<file path="config.mk">
export PLATFORM = sky130hd
export DESIGN_NAME = sfd_spi_unit
export DESIGN_NICKNAME = d
export VERILOG_FILES = /design/src/sfd_pkg.sv /design/src/sfd_two_entry_buf.sv /design/src/sfd_spi_unit.sv
export SDC_FILE = /design/constraint.sdc
export NUM_CORES = 1
export LEC_CHECK = 0
export BUFFER_PORTS_ARGS = -buffer_cell sky130_fd_sc_hd__clkbuf_2
export CORE_MARGIN = 2
export CORE_UTILIZATION = 25
export CTS_BUF_LIST = sky130_fd_sc_hd__clkbuf_4 sky130_fd_sc_hd__clkbuf_8
export DETAILED_ROUTE_END_ITERATION = 6
export HOLD_SLACK_MARGIN = 0.12
export SETUP_SLACK_MARGIN = 0.4
export SLEW_MARGIN = 10
export SYNTH_ARGS = -nofsm -noshare
export SYNTH_HDL_FRONTEND = slang
export SYNTH_SLANG_ARGS = --single-unit
</file>
<file path="constraint.sdc">
create_clock -name clk -period 4.5 [get_ports clk]
set_clock_uncertainty 0.1 [all_clocks]
set_input_delay 0.675 -clock clk [delete_from_list [all_inputs] [get_ports clk]]
set_output_delay 0.675 -clock clk [all_outputs]
set_load 0.1 [all_outputs]
</file>
<file path="src/sfd_pkg.sv">
/*
 * shared constants, word-size decoding and state type of the serial unit.
 * assumes a single 20 MHz clock domain for every user of these names.
 */
package sfd_pkg;

    // ****************************************************************
    // widths
    // ****************************************************************
    localparam int DATA_W = 16;
    localparam int BYTE_W = 8;
    localparam int CNT_W = 5;
    localparam int EDGE_W = 6;
    localparam int DIV_W = 8;
    localparam int DIVCNT_W = 9;
    localparam int SYNC_W = 3;
    localparam int QUEUE_DEPTH = 2;

    // ****************************************************************
    // values
    // ****************************************************************
    localparam logic [CNT_W-1:0] NARROW_MAX = 5'h08;
    localparam logic [CNT_W-1:0] FULL_BITS = 5'h10;
    localparam logic [CNT_W-1:0] ONE_CNT = 5'h01;
    localparam logic [EDGE_W-1:0] ONE_EDGE = 6'h01;
    localparam logic [SYNC_W-1:0] SYNC_RESET = 3'h4;
    localparam int SYNC_SSN = 2;
    localparam int SYNC_SCK = 1;
    localparam int SYNC_SIN = 0;
    localparam logic [2:0] WS_6 = 3'h0;
    localparam logic [2:0] WS_7 = 3'h1;
    localparam logic [2:0] WS_8 = 3'h2;
    localparam logic [2:0] WS_9 = 3'h3;
    localparam logic [2:0] WS_12 = 3'h4;
    localparam logic [2:0] WS_14 = 3'h5;
    localparam logic [2:0] WS_16 = 3'h6;

    typedef enum {SFD_IDLE, SFD_ACTIVE} sfd_state_t;

    // ****************************************************************
    // word size code to bit count
    // ****************************************************************
    function automatic logic [CNT_W-1:0] word_bits(input logic [2:0] code);
        case (code)
            WS_6: word_bits = 5'h06;
            WS_7: word_bits = 5'h07;
            WS_8: word_bits = 5'h08;
            WS_9: word_bits = 5'h09;
            WS_12: word_bits = 5'h0C;
            WS_14: word_bits = 5'h0E;
            WS_16: word_bits = 5'h10;
            default: word_bits = 5'h08;
        endcase
    endfunction

endpackage

</file>
<file path="src/sfd_two_entry_buf.sv">
/*
 * small first-in first-out buffer with valid/ready on both sides.
 * assumes both sides run on clk; outputs reset to empty.
 */
`timescale 1ns/1ps
module sfd_two_entry_buf #(
    parameter int WIDTH = 16,
    parameter int DEPTH = 2
) (
    input wire logic clk,
    input wire logic srst,
    input wire logic inValid,
    output logic inReady,
    input wire logic [WIDTH-1:0] inData,
    output logic outValid,
    input wire logic outReady,
    output logic [WIDTH-1:0] outData
);
    localparam int PTR_W = (DEPTH > 1) ? $clog2(DEPTH) : 1;
    localparam int CNT_W = $clog2(DEPTH + 1);
    localparam logic [PTR_W-1:0] LAST_PTR = PTR_W'(DEPTH - 1);
    localparam logic [CNT_W-1:0] FULL_CNT = CNT_W'(DEPTH);

    logic [WIDTH-1:0] mem_r [DEPTH];
    logic [PTR_W-1:0] wrPtr_r;
    logic [PTR_W-1:0] rdPtr_r;
    logic [CNT_W-1:0] count_r;
    logic push;
    logic pop;

    assign inReady = (count_r != FULL_CNT);
    assign outValid = (count_r != '0);
    assign push = inValid & inReady;
    assign pop = outValid & outReady;
    assign outData = mem_r[rdPtr_r];

    // ****************************************************************
    // storage, one write port per entry
    // ****************************************************************
    for (genvar g = 0; g < DEPTH; g++) begin : g_entry
        always_ff @(posedge clk) begin
            if (srst) begin
                mem_r[g] <= '0;
            end else if (push && wrPtr_r == PTR_W'(g)) begin
                mem_r[g] <= inData;
            end
        end
    end

    // ****************************************************************
    // pointers and fill level
    // ****************************************************************
    always_ff @(posedge clk) begin
        if (srst) begin
            wrPtr_r <= '0;
            rdPtr_r <= '0;
            count_r <= '0;
        end else begin
            if (push) begin
                wrPtr_r <= (wrPtr_r == LAST_PTR) ? '0 : wrPtr_r + 1'b1;
            end
            if (pop) begin
                rdPtr_r <= (rdPtr_r == LAST_PTR) ? '0 : rdPtr_r + 1'b1;
            end
            if (push && !pop) begin
                count_r <= count_r + 1'b1;
            end else if (pop && !push) begin
                count_r <= count_r - 1'b1;
            end
        end
    end

endmodule

</file>
<file path="src/sfd_spi_unit.sv">
/*
 * serial peripheral unit: byte-wide data access, transmit and receive
 * queues, master clock divider, shifter, status and error flags.
 * assumes control ports are static during a word and that the serial
 * pins come from outside the clock domain.
 */
`timescale 1ns/1ps
// How it works
// RQ1 - words of eight bits or fewer use only the low data byte
// RQ2 - wider words: software accesses low byte first, then high byte
// RQ3 - wide words: transmit queue levels change only on high byte write
// RQ4 - wide words: receive queue levels change only on high byte read
// RQ5 - transmit interrupt: space with enable, done with enable, errors with enable
// RQ6 - transmit full sets when queue fills, clears when a transmission starts
// RQ7 - transmit underflow sets when a word starts with queue empty; write one clears
// RQ8 - transmit overflow sets on write into a full queue; write one clears
// RQ9 - transfer done sets when a word ends with queue empty; write one clears
// RQ10 - receive interrupt: data with enable, or errors with enable
// RQ11 - receive empty clears when a word arrives, sets once all are read
// RQ12 - receive underflow sets on low byte read of empty queue; write one clears
// RQ13 - receive overflow sets when a word ends with queue full; write one clears
// RQ14 - master: a word written to an empty queue loads the shifter and starts
// RQ15 - two successive writes make the transmit queue full; an enabled idle master moves the first into the shifter, so three fill it
// RQ16 - master receive needs a dummy write to produce serial clocks
// RQ17 - master word ends at last clock edge and sets the completion flag
// RQ18 - master: software drives slave selects through general pins
// RQ19 - slave works only while select input is low; clock is an input
// RQ20 - slave shifts on incoming clock edges, loading from the transmit queue
// RQ21 - slave word ends at the last expected clock edge, setting completion; code ends it at the last sample edge, one edge early with phase zero
// RQ22 - size codes pick 6,7,8,9,12,14,16 bits; code seven is reserved
// RQ23 - master clock is system clock over four times divider plus one
// RQ24 - polarity and phase choose which edge launches and which samples
// RQ25 - slave underflow only with transmit enabled; else queue is untouched
// RQ26 - writing zero leaves flags alone; interrupts are plain levels
// RQ27 - receive queue holds two words and reports full when it cannot store
module sfd_spi_unit (
    input wire logic clk,
    input wire logic srst,
    input wire logic coreEnable,
    input wire logic masterMode,
    input wire logic clockPolarity,
    input wire logic clockPhase,
    input wire logic transmitEnable,
    input wire logic receiveEnable,
    input wire logic lsbFirst,
    input wire logic [2:0] wordSize,
    input wire logic [sfd_pkg::DIV_W-1:0] sckDivider,
    input wire logic txSpaceIrqEn,
    input wire logic transferDoneIrqEn,
    input wire logic txErrorIrqEn,
    input wire logic rxAvailIrqEn,
    input wire logic rxErrorIrqEn,
    input wire logic dataWr,
    input wire logic dataRd,
    input wire logic dataHighSel,
    input wire logic [sfd_pkg::BYTE_W-1:0] wrData,
    output logic [sfd_pkg::BYTE_W-1:0] rdData,
    input wire logic clrTransferDone,
    input wire logic clrTransferComplete,
    input wire logic clrTxUnderflow,
    input wire logic clrTxOverflow,
    input wire logic clrRxUnderflow,
    input wire logic clrRxOverflow,
    output logic txQueueEmpty,
    output logic txQueueFull,
    output logic rxQueueEmpty,
    output logic rxQueueFull,
    output logic transferDone,
    output logic transferCompleteFlag,
    output logic txUnderflowErr,
    output logic txOverflowErr,
    output logic rxUnderflowErr,
    output logic rxOverflowErr,
    output logic intTx,
    output logic intRx,
    input wire logic sckIn,
    output logic sckOut,
    output logic sckOe,
    input wire logic serialIn,
    output logic serialOut,
    output logic serialOe,
    input wire logic slaveSelN
);
    localparam int DW = sfd_pkg::DATA_W;
    localparam int BW = sfd_pkg::BYTE_W;

    // ****************************************************************
    // pin synchronisers
    // ****************************************************************
    logic [sfd_pkg::SYNC_W-1:0] meta_r;
    logic [sfd_pkg::SYNC_W-1:0] sync_r;
    logic sckPrev_r;
    logic ssnSync;
    logic sckSync;
    logic sinSync;

    always_ff @(posedge clk) begin
        if (srst) begin
            meta_r <= sfd_pkg::SYNC_RESET;
            sync_r <= sfd_pkg::SYNC_RESET;
            sckPrev_r <= 1'b0;
        end else begin
            meta_r <= {slaveSelN, sckIn, serialIn};
            sync_r <= meta_r;
            sckPrev_r <= sync_r[sfd_pkg::SYNC_SCK];
        end
    end

    assign ssnSync = sync_r[sfd_pkg::SYNC_SSN];
    assign sckSync = sync_r[sfd_pkg::SYNC_SCK];
    assign sinSync = sync_r[sfd_pkg::SYNC_SIN];

    // ****************************************************************
    // word size and data byte access
    // ****************************************************************
    logic [sfd_pkg::CNT_W-1:0] wordBits;
    logic wide;
    logic dataLowByteWr;
    logic dataHighByteWr;
    logic dataLowByteRd;
    logic dataHighByteRd;
    logic [BW-1:0] lowHold_r;
    logic txPushReq;
    logic [DW-1:0] txPushData;
    logic txInReady;
    logic txOutValid;
    logic txOutReady;
    logic [DW-1:0] txOutData;
    logic rxPushReq;
    logic [DW-1:0] rxPushData;
    logic rxInReady;
    logic rxOutValid;
    logic rxPopReq;
    logic [DW-1:0] rxOutData;

    assign wordBits = sfd_pkg::word_bits(wordSize); // see RQ22
    assign wide = (wordBits > sfd_pkg::NARROW_MAX);
    assign dataLowByteWr = dataWr & ~dataHighSel;
    assign dataHighByteWr = dataWr & dataHighSel;
    assign dataLowByteRd = dataRd & ~dataHighSel;
    assign dataHighByteRd = dataRd & dataHighSel;
    // narrow words ignore the high byte; wide words commit on high byte
    assign txPushReq = wide ? dataHighByteWr : dataLowByteWr; // see RQ1 see RQ3
    assign txPushData = wide ? {wrData, lowHold_r} : {{BW{1'b0}}, wrData};
    assign rxPopReq = wide ? dataHighByteRd : dataLowByteRd; // see RQ1 see RQ4

    always_ff @(posedge clk) begin
        if (srst) begin
            lowHold_r <= '0;
        end else if (dataLowByteWr) begin
            lowHold_r <= wrData; // see RQ2
        end
    end

    always_ff @(posedge clk) begin
        if (srst) begin
            rdData <= '0;
        end else if (dataLowByteRd) begin
            rdData <= rxOutValid ? rxOutData[BW-1:0] : '0;
        end else if (dataHighByteRd) begin
            rdData <= rxOutValid ? rxOutData[DW-1:BW] : '0;
        end
    end

    // ****************************************************************
    // queues
    // ****************************************************************
    sfd_two_entry_buf #(.WIDTH(DW), .DEPTH(sfd_pkg::QUEUE_DEPTH)) txQueue (
        .clk(clk),
        .srst(srst),
        .inValid(txPushReq),
        .inReady(txInReady),
        .inData(txPushData),
        .outValid(txOutValid),
        .outReady(txOutReady),
        .outData(txOutData)
    ); // see RQ15

    sfd_two_entry_buf #(.WIDTH(DW), .DEPTH(sfd_pkg::QUEUE_DEPTH)) rxQueue (
        .clk(clk),
        .srst(srst),
        .inValid(rxPushReq),
        .inReady(rxInReady),
        .inData(rxPushData),
        .outValid(rxOutValid),
        .outReady(rxPopReq),
        .outData(rxOutData)
    ); // see RQ27

    assign txQueueEmpty = ~txOutValid;
    assign txQueueFull = ~txInReady; // see RQ6
    assign rxQueueEmpty = ~rxOutValid; // see RQ11
    assign rxQueueFull = ~rxInReady;

    // ****************************************************************
    // clock edges for both modes
    // ****************************************************************
    sfd_pkg::sfd_state_t state_r;
    logic [sfd_pkg::DIVCNT_W-1:0] divCnt_r;
    logic [sfd_pkg::EDGE_W-1:0] edgeCnt_r;
    logic [sfd_pkg::CNT_W-1:0] sampleCnt_r;
    logic [DW-1:0] txShift_r;
    logic [DW-1:0] rxShift_r;
    logic active;
    logic tick;
    logic sckEdge;
    logic newLevel;
    logic leading;
    logic sampleEdge;
    logic setupEdge;
    logic [sfd_pkg::EDGE_W-1:0] lastEdge;
    logic wordDone;
    logic slaveAbort;
    logic startOk;
    logic txLoad;

    assign active = (state_r == sfd_pkg::SFD_ACTIVE);
    // half period is two times divider plus two system clocks
    assign tick = active & masterMode & (divCnt_r == {sckDivider, 1'b1}); // see RQ23
    assign sckEdge = masterMode ? tick : active & (sckSync != sckPrev_r); // see RQ19
    assign newLevel = masterMode ? ~sckOut : sckSync;
    assign leading = (newLevel != clockPolarity);
    assign sampleEdge = sckEdge & (leading ^ clockPhase); // see RQ24
    assign setupEdge = sckEdge & ~(leading ^ clockPhase) & (sampleCnt_r != '0);
    assign lastEdge = sfd_pkg::EDGE_W'({wordBits, 1'b0} - sfd_pkg::ONE_EDGE);
    assign wordDone = masterMode ? tick & (edgeCnt_r == lastEdge) // see RQ17
        : sampleEdge & (sampleCnt_r == wordBits - sfd_pkg::ONE_CNT); // see RQ21
    assign slaveAbort = active & ~masterMode & ssnSync;
    assign startOk = coreEnable & (transmitEnable | receiveEnable) & ~active
        & (masterMode ? txOutValid : ~ssnSync); // see RQ14 see RQ16 see RQ19
    assign txLoad = startOk & (masterMode | transmitEnable); // see RQ25
    assign txOutReady = txLoad;

    // ****************************************************************
    // shift data
    // ****************************************************************
    logic [3:0] topIdx;
    logic [DW-1:0] rxShiftNxt;
    logic [DW-1:0] rxCapture;
    logic [DW-1:0] rxMask;

    assign topIdx = 4'(wordBits - sfd_pkg::ONE_CNT);
    assign rxShiftNxt = lsbFirst ? {sinSync, rxShift_r[DW-1:1]} : {rxShift_r[DW-2:0], sinSync};
    assign rxCapture = sampleEdge ? rxShiftNxt : rxShift_r;
    assign rxMask = DW'(({1'b0, {DW{1'b1}}} << wordBits) ^ {1'b0, {DW{1'b1}}}) ;
    assign rxPushData = lsbFirst ? rxCapture >> (sfd_pkg::FULL_BITS - wordBits) : rxCapture & rxMask;
    assign rxPushReq = wordDone & receiveEnable;

    always_ff @(posedge clk) begin
        if (srst) begin
            state_r <= sfd_pkg::SFD_IDLE;
        end else if (~coreEnable || wordDone || slaveAbort) begin
            state_r <= sfd_pkg::SFD_IDLE;
        end else if (startOk) begin
            state_r <= sfd_pkg::SFD_ACTIVE;
        end
    end

    always_ff @(posedge clk) begin
        if (srst || !active || tick) begin
            divCnt_r <= '0;
        end else begin
            divCnt_r <= divCnt_r + 1'b1;
        end
    end

    always_ff @(posedge clk) begin
        if (srst) begin
            sckOut <= 1'b0;
        end else if (tick) begin
            sckOut <= ~sckOut;
        end else if (!active) begin
            sckOut <= clockPolarity;
        end
    end

    always_ff @(posedge clk) begin
        if (srst || startOk) begin
            edgeCnt_r <= '0;
            sampleCnt_r <= '0;
        end else begin
            if (sckEdge) begin
                edgeCnt_r <= edgeCnt_r + 1'b1;
            end
            if (sampleEdge) begin
                sampleCnt_r <= sampleCnt_r + 1'b1;
            end
        end
    end

    always_ff @(posedge clk) begin
        if (srst) begin
            txShift_r <= '0;
        end else if (startOk) begin
            txShift_r <= (txLoad && txOutValid) ? txOutData : '0; // see RQ20
        end else if (setupEdge) begin
            txShift_r <= lsbFirst ? {1'b0, txShift_r[DW-1:1]} : {txShift_r[DW-2:0], 1'b0};
        end
    end

    always_ff @(posedge clk) begin
        if (srst || startOk) begin
            rxShift_r <= '0;
        end else if (sampleEdge) begin
            rxShift_r <= rxShiftNxt; // see RQ20
        end
    end

    always_ff @(posedge clk) begin
        if (srst) begin
            serialOut <= 1'b0;
        end else begin
            serialOut <= lsbFirst ? txShift_r[0] : txShift_r[topIdx];
        end
    end

    assign sckOe = coreEnable & masterMode;
    assign serialOe = coreEnable & (masterMode | ~ssnSync);

    // ****************************************************************
    // status and error flags, set wins over clear
    // ****************************************************************
    logic doneSet;
    logic txUnderSet;
    logic txOverSet;
    logic rxUnderSet;
    logic rxOverSet;

    assign doneSet = wordDone & ~txOutValid; // see RQ9
    assign txUnderSet = startOk & ~masterMode & transmitEnable & ~txOutValid; // see RQ7 see RQ25
    assign txOverSet = txPushReq & ~txInReady; // see RQ8
    assign rxUnderSet = dataLowByteRd & ~rxOutValid; // see RQ12
    assign rxOverSet = rxPushReq & ~rxInReady; // see RQ13

    always_ff @(posedge clk) begin
        if (srst) begin
            transferDone <= 1'b0;
            transferCompleteFlag <= 1'b0;
            txUnderflowErr <= 1'b0;
            txOverflowErr <= 1'b0;
            rxUnderflowErr <= 1'b0;
            rxOverflowErr <= 1'b0;
        end else begin
            transferDone <= doneSet | (transferDone & ~clrTransferDone); // see RQ26
            transferCompleteFlag <= wordDone | (transferCompleteFlag & ~clrTransferComplete);
            txUnderflowErr <= txUnderSet | (txUnderflowErr & ~clrTxUnderflow);
            txOverflowErr <= txOverSet | (txOverflowErr & ~clrTxOverflow);
            rxUnderflowErr <= rxUnderSet | (rxUnderflowErr & ~clrRxUnderflow);
            rxOverflowErr <= rxOverSet | (rxOverflowErr & ~clrRxOverflow);
        end
    end

    // ****************************************************************
    // interrupt levels
    // ****************************************************************
    assign intTx = (~txQueueFull & txSpaceIrqEn) | (transferDone & transferDoneIrqEn)
        | ((txUnderflowErr | txOverflowErr) & txErrorIrqEn); // see RQ5 see RQ26
    assign intRx = (~rxQueueEmpty & rxAvailIrqEn)
        | ((rxUnderflowErr | rxOverflowErr) & rxErrorIrqEn); // see RQ10
endmodule

</file>
==> results.ini <==
[run_status]
status=completed

[synth]
synth_xor_area_frac=0.0467
avgSynthCellArea_sq_um=9.50
synthTopCellsByArea=edfxtp_1 22%, dfxtp_1 21%, mux2i_1 6.7%
yosys.area.top_type=edfxtp_1
synthDistinctLibCells=73
postSynth.asyncResetShare=0
synth_seq_area_share=0.430
synth_top_family_by_area=simple AND/OR/NAND/NOR gates
synth_edf_count=64
synth_top_area_frac=0.217
synth_compound_area_frac=0.161
syn_nets=986
synth-simple-area-share=0.185
synth.top_cells.by_count=138 x nor2_1, 94 x dfxtp_1, 64 x edfxtp_1
synthFlopType=dfxtp_1
netlist_area_sq_mm=0.00885
muxShareOfSynthArea=0.120
synth_adder_area_share=0.0141
synth_seq_cells=158
synth_most_common_cell=nor2_1
ys_warn_count=0
netlist_instances=931

[setup_path]
endpoint_kind=register
cp-endpoint=rxQueue.mem_r[0][4]
worstSetupPathType=in2reg
rrSetupSlack_ns=0.98
critPathMaxFanout=16
cp-start-kind=input port
r2r-end=rxQueue.mem_r[0][5]
critPathLaunch=wordSize[0]
cp.required_ns=4.70
critPathArrivalTime_ns=3.81
reg2reg_from=state_r[0]
ff2ff_path_depth=9

[detailed_routing]
final_antenna_net_count=0
routed_wl_mm=24.7
vias=7333
drtIter0Drc=529
vias_per_cell=5.04
wl_per_cell_microns=17.0
dr.pass1.iters=5
drcViolationCount=0

[finish]
fin_nets=1042
syn2layout_area_growth_pct=14.8
num_antenna_cells=0
drive_above_1_share=0.179

[die]
die_h_microns=192
fp.dieW_microns=192
die_area_sq_mm=0.0369
initial_core_util=0.255
placementRows=68
num_io_pins=69
coreArea_sq_mm=0.0347

[placed_design]
port_buffers=68
dpl.hpwl_mm=18.0
globalplace.congestion=0.936

[sta]
relSlewSlack=0.308
worstMarginPinSlew_ns=1.04
setup_viol=0
period_share=0.803
fin_setup_tns_ns=0
grt_setup_unrepaired=no
clock.fmax_mhz=277
fin_crit_ns=3.61
final_hold_viol_count=0
drv_slew=0

[clock_network]
tritoncts=built
cts_resized=0
cts_buffers=17
clkSinkCount=158
clockBufferDepth=2
post-cts-setup-buffer-count=0
cts_max_level=4
clk_latency_ns=0.49
clk_pin_slew_ns=0.11
root_buffer=clkbuf_8
ctsHoldBuffers=0

[grt]
antenna_found_initial=0
grt_max_degree=44
grt_pass1_wl_mm=38.8
grt_pass1_vias=7009
gr-total-overflow=0
grt_use_total=0.134

[power_and_ir_drop]
vdd_ir_drop_max_mv=0.192
leakage_nw=3.67
powerDensity_mw_per_mm2=316
total_power_mw=3.21

[job]
drv_cap=0

[hold_path]
hold_path_class=in2reg

## sequential cells by signal, summed over array words and instances, names as in the netlist, 6 cells and up, named ones only
name           cells
txQueue.mem_r     32
edgeCnt_r          6
rxQueue.mem_r     32
txShift_r         16
divCnt_r           9
rxShift_r         16
rdData             8
lowHold_r          8
## layout make-up
cell class,instances,area (sq um)
multi-input combinational,687,4670
clock buffer,17,234
tap,455,569
sequential,158,3800
timing repair buffer,99,573
inverter,24,90.1
clock inverter,15,209
fill,3614,24600
## kinds of logic after synthesis
family | count (synthesis)
AOI/OAI and AO/OA | 210
xor gates and xnor gates | 45
adders and majority gates | 10
buffers and inverters | 86
DFF | 158
muxes | 84
and+or+nand+nor | 338
## layer usage
metal  share of wire  global-route usage  vias to the layer above  wire length (microns)
met1            0.45               0.176                     3509                  11100
met3           0.054              0.0221                       55                   1330
li1                -                   -                     3508                      -
met5               0                   0                        -                      0
met4           0.033              0.0552                        0                    816
met2            0.46               0.218                      261                  11500
## power breakdown
group / leakage, nW / internal, mW / switching (mW)
logic: 2.03 / 0.159 / 0.336
registers: 1.43 / 1.55 / 0.0375
clock network: 0.216 / 0.439 / 0.693
total: 3.67 / 2.15 / 1.07
## worst min-delay path by stage
stage,cells after the start,from,to
final,2,slaveSelN,meta_r[2]
after global routing,2,slaveSelN,meta_r[2]
after CTS,2,slaveSelN,meta_r[2]
after detailed placement,1,meta_r[2],sync_r[2]
after global placement,1,meta_r[2],sync_r[2]
after floorplan,1,meta_r[2],sync_r[2]
## per-stage QoR
stage                     setup WS, ns  cells  area, sq um  utilization  hold slack [ns]
after global routing             0.716   1455        10200        0.292            0.279
after floorplan                  0.415    931         8870            -            0.289
after global placement           0.462   1423         9710        0.280            0.324
after CTS                        0.871   1455        10200        0.292            0.258
final                            0.887   1455        10200        0.292            0.281
after detailed placement         0.365   1423         9710        0.280            0.324
## cells in the final DEF, fill, tap and decap left out, types with 5 or more instances in the layout
cell type,synthesis,layout
nor2_1,138,138
dfxtp_1,94,94
clkbuf_2,0,68
edfxtp_1,64,64
mux2i_1,59,59
nand2_1,56,56
a21oi_1,51,51
o21ai_0,33,33
buf_4,5,31
nor2b_1,30,30
xor2_1,29,29
inv_1,23,23
and2_1,21,21
nand3_1,20,20
o211ai_1,20,20
o221ai_1,19,19
mux4_2,17,17
nor3_1,17,17
clkbuf_8,0,17
xnor2_1,15,15
nand2b_1,13,13
a211oi_1,12,12
ha_1,10,10
a21o_1,9,9
clkinv_8,0,9
a31oi_1,8,8
mux2_2,8,8
a22oi_1,7,7
nand4_1,7,7
or3_1,6,6
a221oi_1,5,5
o21ai_1,5,5
o2111ai_1,5,5
## worst max-delay path, cell delays in order
cell and delay (ns):
clkbuf_2 0.19, inv_1 0.06, a21o_1 0.19, ha_1 0.23, ha_1 0.41, xnor2_1 0.17, or4_4 0.54, o31ai_4 0.29
nand3_1 0.15, or3_1 0.61, a211oi_1 0.29
Power figures use the tool's default switching activity.
